**src/rtl/artpwm_cfg.svh**
```systemverilog
// How it works
// - Counter holds while run enable is 0 and counts while it is 1.
// - Counter steps by one per prescaled timer tick, 256 steps full range.
// - Step from full scale to the reload value is an overflow and sets the flag.
// - Overflow flag stays set until software clears it in its service routine.
// - Every overflow reloads the counter from the reload register, always active.
// - Flag with interrupt enable set requests the interrupt at vector 0008H.
// - Timer keeps running in every power mode and never wakes the system.
// - Clock source select 0 picks high-speed ticks, 1 picks low-speed ticks.
// - Prescale code 000 divides by 128, halving per code, 111 divides by 1.
// - Mode bit 1 selects single pulse when set, continuous when clear.
// - Mode bit 0 with run enable set routes PWM to selected pins, otherwise pins stay GPIO.
// - Reload writes go to a holding buffer, made active at next overflow.
// - Reload sets the PWM period; output falls when counter equals duty.
// - Period starts high, returns high at overflow; changes apply at reload.
// - Duty not above reload keeps the output low for the whole period.
// - Single pulse emits one period, then PWM output enable clears itself.
// - Two channel bits gate PWM onto each pin; both clear means no PWM.
`ifndef ARTPWM_CFG_SVH
`define ARTPWM_CFG_SVH

`define ART_IDX_MODE 10'h0A0
`define ART_IDX_COUNT 10'h0A1
`define ART_IDX_RELOAD 10'h0A2
`define ART_IDX_DUTY 10'h0A3
`define ART_IDX_CTRL 10'h0A4

`define ART_MODE_RUN 7
`define ART_MODE_PRESC_HI 6
`define ART_MODE_PRESC_LO 4
`define ART_MODE_SINGLE 1
`define ART_MODE_PWM_EN 0

`define ART_CTRL_FLAG 0
`define ART_CTRL_IRQ_EN 1
`define ART_CTRL_CLK_SEL 2
`define ART_CTRL_CHAN_HI 5
`define ART_CTRL_CHAN_LO 4

`define ART_COUNT_FULL 8'hFF
`define ART_COUNT_RESET 8'h00
`define ART_PRESC_FULL 7'h7F
`define ART_IRQ_VECTOR 16'h0008
`define ART_GPIO_RESET 2'h0

`endif

```
**src/rtl/artpwm_pkg.sv**
```systemverilog
package artpwm_pkg;

    typedef enum logic [1:0] {
        APB_IDLE,
        APB_ACCESS,
        APB_DONE
    } artpwm_apb_phase_t;

    typedef struct packed {
        logic [6:0] div_count;
        logic timer_tick;
    } artpwm_presc_state_t;

    typedef struct packed {
        logic [1:0] pin_out;
        logic [1:0] pin_pwm_active;
    } artpwm_pin_state_t;

    typedef struct packed {
        artpwm_apb_phase_t phase;
        logic pready;
        logic pslverr;
        logic [31:0] prdata;
        logic run_enable;
        logic [2:0] prescale_select;
        logic single_pulse_select;
        logic pwm_output_enable;
        logic [7:0] count_value;
        logic [7:0] reload_hold;
        logic [7:0] reload_active;
        logic [7:0] duty_compare;
        logic [7:0] duty_active;
        logic overflow_flag;
        logic overflow_irq_enable;
        logic clock_source_select;
        logic [1:0] pwm_channel_select;
        logic run_seen;
        logic pwm_level;
        logic irq_request;
    } artpwm_state_t;

endpackage

```
**src/rtl/artpwm_prescale.sv**
```systemverilog
`timescale 1ns/1ps
`include "artpwm_cfg.svh"

module artpwm_prescale #(
    parameter int STAGES = 7
) (
    input wire logic pclk,
    input wire logic presetn,
    input wire logic run,
    input wire logic hosc_tick,
    input wire logic losc_tick,
    input wire logic clock_source_select,
    input wire logic [2:0] prescale_select,
    output logic timer_tick
);

    generate
        if (STAGES != 7) begin : g_bad_stages
            $error("artpwm_prescale serves exactly seven divider stages");
        end
    endgenerate

    artpwm_pkg::artpwm_presc_state_t s_reg;
    artpwm_pkg::artpwm_presc_state_t s_next;
    logic src_tick;
    logic [6:0] mask;

    ////////////////////////////////////////////////////////////////////////////////

    always_comb begin
        src_tick = clock_source_select ? losc_tick : hosc_tick;
        mask = `ART_PRESC_FULL >> prescale_select;
        s_next = s_reg;
        s_next.timer_tick = 1'b0;
        // The divider restarts while stopped so the first period after enable is whole.
        if (!run) begin
            s_next.div_count = 7'h00;
        end else if (src_tick) begin
            s_next.div_count = s_reg.div_count + 7'h01;
            s_next.timer_tick = ((s_reg.div_count & mask) == mask);
        end
    end

    always_ff @(posedge pclk or negedge presetn) begin
        if (!presetn) begin
            s_reg <= '0;
        end else begin
            s_reg <= s_next;
        end
    end

    assign timer_tick = s_reg.timer_tick;

endmodule

```
**src/rtl/artpwm_pin_mux.sv**
```systemverilog
`timescale 1ns/1ps
`include "artpwm_cfg.svh"

module artpwm_pin_mux #(
    parameter int CHANNELS = 2
) (
    input wire logic pclk,
    input wire logic presetn,
    input wire logic pwm_level,
    input wire logic route_enable,
    input wire logic [1:0] pwm_channel_select,
    input wire logic [1:0] gpio_out,
    output logic [1:0] pin_out,
    output logic [1:0] pin_pwm_active
);

    generate
        if (CHANNELS != 2) begin : g_bad_channels
            $error("artpwm_pin_mux serves exactly two channels");
        end
    endgenerate

    artpwm_pkg::artpwm_pin_state_t s_reg;
    artpwm_pkg::artpwm_pin_state_t s_next;
    logic [1:0] active;
    logic [1:0] level;

    ////////////////////////////////////////////////////////////////////////////////

    genvar ch;
    generate
        for (ch = 0; ch < CHANNELS; ch++) begin : g_chan
            assign active[ch] = route_enable & pwm_channel_select[ch];
            assign level[ch] = active[ch] ? pwm_level : gpio_out[ch];
        end
    endgenerate

    always_comb begin
        s_next = s_reg;
        s_next.pin_out = level;
        s_next.pin_pwm_active = active;
    end

    always_ff @(posedge pclk or negedge presetn) begin
        if (!presetn) begin
            s_reg <= '0;
        end else begin
            s_reg <= s_next;
        end
    end

    assign pin_out = s_reg.pin_out;
    assign pin_pwm_active = s_reg.pin_pwm_active;

endmodule

```
**src/rtl/artpwm_top.sv**
```systemverilog
`timescale 1ns/1ps
`include "artpwm_cfg.svh"

module artpwm_top #(
    parameter int COUNT_WIDTH = 8,
    parameter int ADDR_WIDTH = 12
) (
    input wire logic pclk,
    input wire logic presetn,
    input wire logic psel,
    input wire logic penable,
    input wire logic pwrite,
    input wire logic [ADDR_WIDTH-1:0] paddr,
    input wire logic [31:0] pwdata,
    input wire logic [3:0] pstrb,
    output logic [31:0] prdata,
    output logic pready,
    output logic pslverr,
    input wire logic hosc_tick,
    input wire logic losc_tick,
    input wire logic [1:0] gpio_out,
    output logic [1:0] pwm_pin_out,
    output logic [1:0] pwm_pin_active,
    output logic irq_request
);

    ////////////////////////////////////////////////////////////////////////////////

    generate
        if (COUNT_WIDTH != 8) begin : g_bad_width
            $error("artpwm_top serves only an eight-bit counter");
        end
        if (ADDR_WIDTH < 12) begin : g_bad_addr
            $error("artpwm_top needs at least twelve address bits");
        end
    endgenerate

    artpwm_pkg::artpwm_state_t s_reg;
    artpwm_pkg::artpwm_state_t s_next;
    logic timer_tick;
    logic [9:0] word_index;
    logic aligned;
    logic hit_mode;
    logic hit_count;
    logic hit_reload;
    logic hit_duty;
    logic hit_ctrl;
    logic hit_any;
    logic setup_phase;
    logic access_done;
    logic do_write;
    logic [31:0] read_word;
    logic overflow;
    logic flag_clear;
    logic [7:0] count_inc;

    ////////////////////////////////////////////////////////////////////////////////

    artpwm_prescale #(
        .STAGES(7)
    ) u_prescale (
        .pclk(pclk),
        .presetn(presetn),
        .run(s_reg.run_enable),
        .hosc_tick(hosc_tick),
        .losc_tick(losc_tick),
        .clock_source_select(s_reg.clock_source_select),
        .prescale_select(s_reg.prescale_select),
        .timer_tick(timer_tick)
    );

    artpwm_pin_mux #(
        .CHANNELS(2)
    ) u_pin_mux (
        .pclk(pclk),
        .presetn(presetn),
        .pwm_level(s_reg.pwm_level),
        .route_enable(s_reg.run_enable & s_reg.pwm_output_enable),
        .pwm_channel_select(s_reg.pwm_channel_select),
        .gpio_out(gpio_out),
        .pin_out(pwm_pin_out),
        .pin_pwm_active(pwm_pin_active)
    );

    ////////////////////////////////////////////////////////////////////////////////

    // Byte addresses are four times the register index; the two low bits must be zero.
    assign word_index = paddr[11:2];
    assign aligned = (paddr[1:0] == 2'h0);
    assign hit_mode = aligned & (word_index == `ART_IDX_MODE);
    assign hit_count = aligned & (word_index == `ART_IDX_COUNT);
    assign hit_reload = aligned & (word_index == `ART_IDX_RELOAD);
    assign hit_duty = aligned & (word_index == `ART_IDX_DUTY);
    assign hit_ctrl = aligned & (word_index == `ART_IDX_CTRL);
    assign hit_any = hit_mode | hit_count | hit_reload | hit_duty | hit_ctrl;
    assign setup_phase = psel & ~penable;
    assign access_done = psel & penable & s_reg.pready;
    assign do_write = access_done & pwrite & hit_any & ~s_reg.pslverr & pstrb[0];
    assign count_inc = s_reg.count_value + 8'h01;

    always_comb begin
        read_word = 32'h0000_0000;
        if (hit_mode) begin
            read_word[`ART_MODE_RUN] = s_reg.run_enable;
            read_word[`ART_MODE_PRESC_HI:`ART_MODE_PRESC_LO] = s_reg.prescale_select;
            read_word[`ART_MODE_SINGLE] = s_reg.single_pulse_select;
            read_word[`ART_MODE_PWM_EN] = s_reg.pwm_output_enable;
        end else if (hit_count) begin
            read_word[7:0] = s_reg.count_value;
        end else if (hit_duty) begin
            read_word[7:0] = s_reg.duty_compare;
        end else if (hit_ctrl) begin
            read_word[`ART_CTRL_FLAG] = s_reg.overflow_flag;
            read_word[`ART_CTRL_IRQ_EN] = s_reg.overflow_irq_enable;
            read_word[`ART_CTRL_CLK_SEL] = s_reg.clock_source_select;
            read_word[`ART_CTRL_CHAN_HI:`ART_CTRL_CHAN_LO] = s_reg.pwm_channel_select;
        end
        // The reload register is write-only and reads as zero.
    end

    ////////////////////////////////////////////////////////////////////////////////

    always_comb begin
        s_next = s_reg;
        overflow = 1'b0;
        flag_clear = 1'b0;

        // Bus phase tracking: ready is raised for exactly the first access cycle.
        s_next.pready = 1'b0;
        s_next.pslverr = 1'b0;
        case (s_reg.phase)
            artpwm_pkg::APB_IDLE: begin
                if (setup_phase) begin
                    s_next.phase = artpwm_pkg::APB_ACCESS;
                    s_next.pready = 1'b1;
                    s_next.pslverr = ~hit_any;
                    s_next.prdata = pwrite ? 32'h0000_0000 : read_word;
                end
            end
            artpwm_pkg::APB_ACCESS: begin
                if (access_done) begin
                    s_next.phase = artpwm_pkg::APB_DONE;
                end else begin
                    s_next.pready = s_reg.pready;
                    s_next.pslverr = s_reg.pslverr;
                end
            end
            artpwm_pkg::APB_DONE: begin
                s_next.phase = artpwm_pkg::APB_IDLE;
                if (setup_phase) begin
                    s_next.phase = artpwm_pkg::APB_ACCESS;
                    s_next.pready = 1'b1;
                    s_next.pslverr = ~hit_any;
                    s_next.prdata = pwrite ? 32'h0000_0000 : read_word;
                end
            end
            default: begin
                s_next.phase = artpwm_pkg::APB_IDLE;
            end
        endcase

        // Timer core. Nothing here depends on a power mode, so it runs and raises
        // its flag in every mode and has no wake-up output at all.
        s_next.run_seen = s_reg.run_enable;
        // A stopped timer parks its level low, so a restart never shows the old level.
        if (!s_reg.run_enable) begin
            s_next.pwm_level = 1'b0;
        end
        if (s_reg.run_enable && !s_reg.run_seen) begin
            // Start of a run: buffers become active and the first period begins high when duty is above reload.
            s_next.reload_active = s_reg.reload_hold;
            s_next.duty_active = s_reg.duty_compare;
            s_next.pwm_level = (s_reg.duty_compare > s_reg.reload_hold);
        end else if (s_reg.run_enable && timer_tick) begin
            if (s_reg.count_value == `ART_COUNT_FULL) begin
                overflow = 1'b1;
                s_next.count_value = s_reg.reload_hold;
                s_next.reload_active = s_reg.reload_hold;
                s_next.duty_active = s_reg.duty_compare;
                s_next.pwm_level = (s_reg.duty_compare > s_reg.reload_hold);
                if (s_reg.single_pulse_select && s_reg.pwm_output_enable) begin
                    s_next.pwm_output_enable = 1'b0;
                end
            end else begin
                s_next.count_value = count_inc;
                if (count_inc == s_reg.duty_active) begin
                    s_next.pwm_level = 1'b0;
                end
            end
        end

        // Software writes land after the timer update, so a write in the same cycle
        // wins over counting or the single-pulse self-clear.
        if (do_write) begin
            if (hit_mode) begin
                s_next.run_enable = pwdata[`ART_MODE_RUN];
                s_next.prescale_select = pwdata[`ART_MODE_PRESC_HI:`ART_MODE_PRESC_LO];
                s_next.single_pulse_select = pwdata[`ART_MODE_SINGLE];
                s_next.pwm_output_enable = pwdata[`ART_MODE_PWM_EN];
            end
            if (hit_count) begin
                s_next.count_value = pwdata[7:0];
            end
            if (hit_reload) begin
                s_next.reload_hold = pwdata[7:0];
            end
            if (hit_duty) begin
                s_next.duty_compare = pwdata[7:0];
            end
            if (hit_ctrl) begin
                flag_clear = pwdata[`ART_CTRL_FLAG];
                s_next.overflow_irq_enable = pwdata[`ART_CTRL_IRQ_EN];
                s_next.clock_source_select = pwdata[`ART_CTRL_CLK_SEL];
                s_next.pwm_channel_select = pwdata[`ART_CTRL_CHAN_HI:`ART_CTRL_CHAN_LO];
            end
        end

        // An overflow in the same cycle as the clear keeps the flag set.
        s_next.overflow_flag = (s_reg.overflow_flag & ~flag_clear) | overflow;

        // The request level stands while the flag and its enable are both set; the
        // core vectors to `ART_IRQ_VECTOR on it.
        s_next.irq_request = s_next.overflow_flag & s_next.overflow_irq_enable;
    end

    ////////////////////////////////////////////////////////////////////////////////

    always_ff @(posedge pclk or negedge presetn) begin
        if (!presetn) begin
            s_reg <= '0;
            s_reg.phase <= artpwm_pkg::APB_IDLE;
            s_reg.count_value <= `ART_COUNT_RESET;
            s_reg.reload_hold <= `ART_COUNT_RESET;
            s_reg.reload_active <= `ART_COUNT_RESET;
            s_reg.duty_compare <= `ART_COUNT_RESET;
            s_reg.duty_active <= `ART_COUNT_RESET;
            s_reg.pwm_channel_select <= `ART_GPIO_RESET;
        end else begin
            s_reg <= s_next;
        end
    end

    assign prdata = s_reg.prdata;
    assign pready = s_reg.pready;
    assign pslverr = s_reg.pslverr;
    assign irq_request = s_reg.irq_request;

endmodule

```
**config.mk**
```make
export PLATFORM = sky130hd
export DESIGN_NAME = artpwm_top
export DESIGN_NICKNAME = d
export VERILOG_FILES = /design/src/rtl/artpwm_pkg.sv /design/src/rtl/artpwm_prescale.sv /design/src/rtl/artpwm_pin_mux.sv /design/src/rtl/artpwm_top.sv
export VERILOG_INCLUDE_DIRS = /design/src /design/src/rtl
export SDC_FILE = /design/constraint.sdc
export NUM_CORES = 1
export LEC_CHECK = 0
export ABC_AREA = 1
export BUFFER_PORTS_ARGS = -buffer_cell sky130_fd_sc_hd__buf_4
export CAP_MARGIN = 20
export CORE_ASPECT_RATIO = 0.5
export CORE_UTILIZATION = 44
export DETAILED_ROUTE_END_ITERATION = 7
export PLACE_DENSITY = 0.74
export SETUP_SLACK_MARGIN = 0.15
export SLEW_MARGIN = 20
export SYNTH_ARGS = -nofsm -noshare
export SYNTH_HDL_FRONTEND = slang
export SYNTH_SLANG_ARGS = --single-unit
```
**constraint.sdc**
```tcl
create_clock -name pclk -period 4.5 [get_ports pclk]
set_clock_uncertainty 0.05 [all_clocks]
set_input_delay 0.225 -clock pclk [delete_from_list [all_inputs] [get_ports pclk]]
set_output_delay 0.225 -clock pclk [all_outputs]
set_load 0.005 [all_outputs]
```
==> impl_metrics.yaml <==
routing:
  vias: 3413
  drt_wl_total_um: 9480
  drt_iter0_drc: 389
  wl_met2_um: 4140
  viasPerCell: 5.04
  drc: 9
  ant_nets: 0
  dr_wl_met3_um: 641
  wl_per_cell_um: 14.0
  first_pass_iters: 7
  maxUsedRoutingLayer: "met4"
  m1WireLength_um: 4600
worst_setup_path:
  r2r_slack_ns: 2.20
  worstPathArrival_ns: 2.47
  rr_startpoint: "s_next[2]$_DFFE_PN0P_"
  cp_max_fo: 12
  cp-end-kind: "flop"
  worstSetupPathType: "reg2reg"
  cp.required_ns: 4.67
  critPathLaunchType: "flop"
  rr_endpoint: "s_reg[43]$_DFF_PN0_"
  endpoint: "s_reg[43]$_DFF_PN0_"
  r2r_cells: 7
  startpoint: "s_next[2]$_DFFE_PN0P_"
finish:
  n_fill_cell: 793
  final_nets: 622
  drive_above_1_share_pct: 15.5
  area_delta_synth_final_pct: 15.4
  antenna_cells: 0
  final_util_pct: 53.5
  largest_reg_flops: 46
power_and_ir_drop:
  leakage_nw: 2.45
  ir_worst_vdd_mv: 0.219
  powerDensity_nw_per_um2: 420
timing:
  slew_viol_final: 0
  period_share_pct: 51.1
  hold_viol: 0
  setup_viol: 0
  min_period_ns: 2.30
  max_freq_mhz: 435
  worst_slew_pin_slew_ns: 0.897
  maxSlewHeadroom_pct: 40.2
  rsz0062_at_grt: "no"
  final.setup.tns_ns: 0
run_status:
  failed_checks: "design-rule violations"
  status: "complete, but fails checks"
floorplan:
  die_x_um: 139
  start_util_pct: 46.4
  die_area_sq_um: 9820
  io_pins: 96
  fp.dieH_um: 70.6
  rows: 24
  coreArea_sq_um: 8920
synth:
  yosys_warnings: 0
  synth.avg_cell_area_sq_um: 8.03
  synthMuxAreaShare_pct: 0.272
  synth_compound_area_share_pct: 15.7
  synth-seq-cells: 70
  yosysUniqueCellTypes: 43
  synth_simple_gate_area_share_pct: 23.0
  syn_area_sq_um: 4140
  ys_seq_area_share_pct: 42.3
  synth_top_family_by_area: "simple AND/OR/NAND/NOR gates"
  synth_xor_xnor_area_share_pct: 1.27
  synthAdderAreaFrac_pct: 3.02
  netlist_instances: 515
clock_tree:
  cts_num_sinks: 70
  htree_levels: 3
  clkTransAtPathRegs_ns: 0.06
  clock_path_buffers: 2
  cts_root_buf: "clkbuf_16"
  cts_resized: 0
  clk-insertion-delay-late_ns: 0.33
  cts_buffers: 9
  cts_tree: "built"
grt:
  grt_max_degree: 71
  grt_pass1_wl_um: 15800
  grt_overflow_total: 0
  grt_use_total_pct: 20.8
  grt_pass1_vias: 3263
  antenna_found_initial: 0
placed_design:
  dp_hpwl_um: 7030
  port_buffers: 44
  place.gp.congestion: 0.904
job:
  drv_cap: 0
min_path:
  hold_path.class: "in2reg"
## area by class of cell
type	instances	area [sq um]	share of cell area (%)
timing repair buffer	45	340	7.13
tap	117	146	3.07
inverter	82	308	6.44
clock inverter	5	106	2.23
multi-input combinational	347	1880	39.4
sequential	70	1750	36.7
clock buffer	11	243	5.08
## critical path: stages (launching register included)
cell      delay, ns
dfrtp_1        0.63
nand2_1        0.23
nor2_1         0.59
inv_1          0.23
a21oi_1        0.18
o21ai_0        0.10
o211ai_1       0.09
o21ai_1        0.08
## power by group
group          leakage, nW  switching [mW]  total, mW  internal (mW)
clock network        0.166           0.261      0.818          0.557
logic                 1.42           0.242      0.403          0.161
registers            0.866          0.0769      0.782          0.705
total                 2.45           0.580       2.00           1.42
## metal layers
layer  GRT usage [%]  vias up
met2            32.8      132
met3            3.99        8
met1            29.3     1575
met4            6.30        0
met5               0        -
li1                -     1698
## synth_stat cells (all sizes together)
master | instances | area [sq um]
buf | 36 | 273
o21ai | 41 | 205
o211ai | 5 | 37.5
inv | 82 | 308
nand3 | 20 | 118
nand3b | 1 | 7.51
o21a | 19 | 143
xor2 | 5 | 43.8
a41oi | 2 | 17.5
and3 | 1 | 6.26
o221ai | 2 | 17.5
clkbuf | 3 | 11.3
dfrtp | 70 | 1750
conb | 1 | 3.75
nor2 | 48 | 264
xnor2 | 1 | 8.76
a31oi | 1 | 6.26
o21bai | 1 | 7.51
o2111ai | 1 | 8.76
mux2 | 1 | 11.3
a221o | 1 | 10.0
nand2 | 108 | 428
ha | 10 | 125
or2 | 1 | 6.26
o22ai | 7 | 43.8
o31ai | 1 | 7.51
nor3 | 8 | 40.0
nand4 | 10 | 83.8
a21oi | 28 | 144
## worst min-delay path by stage
stage / start / endpoint / slack [ns] / cells past startpoint
after floorplan: presetn / irq_request$_DFF_PN0_ / -0.12 / 0
after global placement: presetn / s_reg[5]$_DFFE_PN0P_ / 0.35 / 1
after detailed placement: presetn / s_reg[23]$_DFFE_PN0P_ / 0.36 / 1
after CTS: gpio_out[1] / u_pin_mux.pin_out[1]$_DFF_PN0_ / 0.06 / 2
after global routing: gpio_out[1] / u_pin_mux.pin_out[1]$_DFF_PN0_ / 0.05 / 2
final: gpio_out[1] / u_pin_mux.pin_out[1]$_DFF_PN0_ / 0.06 / 2
## placed cells by master, fill, tap and decap left out, types with 18 or more instances in the layout
cell type    n
nand3_1     18
o21ai_0     34
nand2_1    103
conb_1      24
buf_4       44
o21a_1      19
dfrtp_1     70
inv_1       75
nor2_1      39
a21oi_1     27
## through the flow
stage | total power, mW | setup slack [ns] | instances | cell area (sq um) | hold slack (ns)
3_3_place_gp | 1.17 | 2.35 | 660 | 4420 | 0.354
2_1_floorplan | 1.07 | 2.76 | 538 | 4220 | -0.121
4_1_cts | 2.01 | 2.24 | 677 | 4780 | 0.0557
5_1_grt | 2.11 | 2.00 | 677 | 4780 | 0.0531
3_5_place_dp | 1.19 | 2.30 | 660 | 4420 | 0.358
6_report | 2.00 | 2.20 | 677 | 4780 | 0.0607
## timing repair
action                                 CTS  global route
endpoints found under the hold margin    3             0
buffers inserted                         0             0
hold buffers                             1             0
## cell families (layout without fill, tap and decap cells)
logic type               Yosys count  count (layout)
flip-flops                        70              70
multiplexers                       1               1
adder cells (fa/ha/maj)           10              10
other                              1              24
AND/OR/NAND/NOR                  197             197
buffers and inverters            121             143
AO/OA/AOI/OAI                    109             109
XOR/XNOR                           6               6
Note: power is estimated with default switching activity, not from simulation.
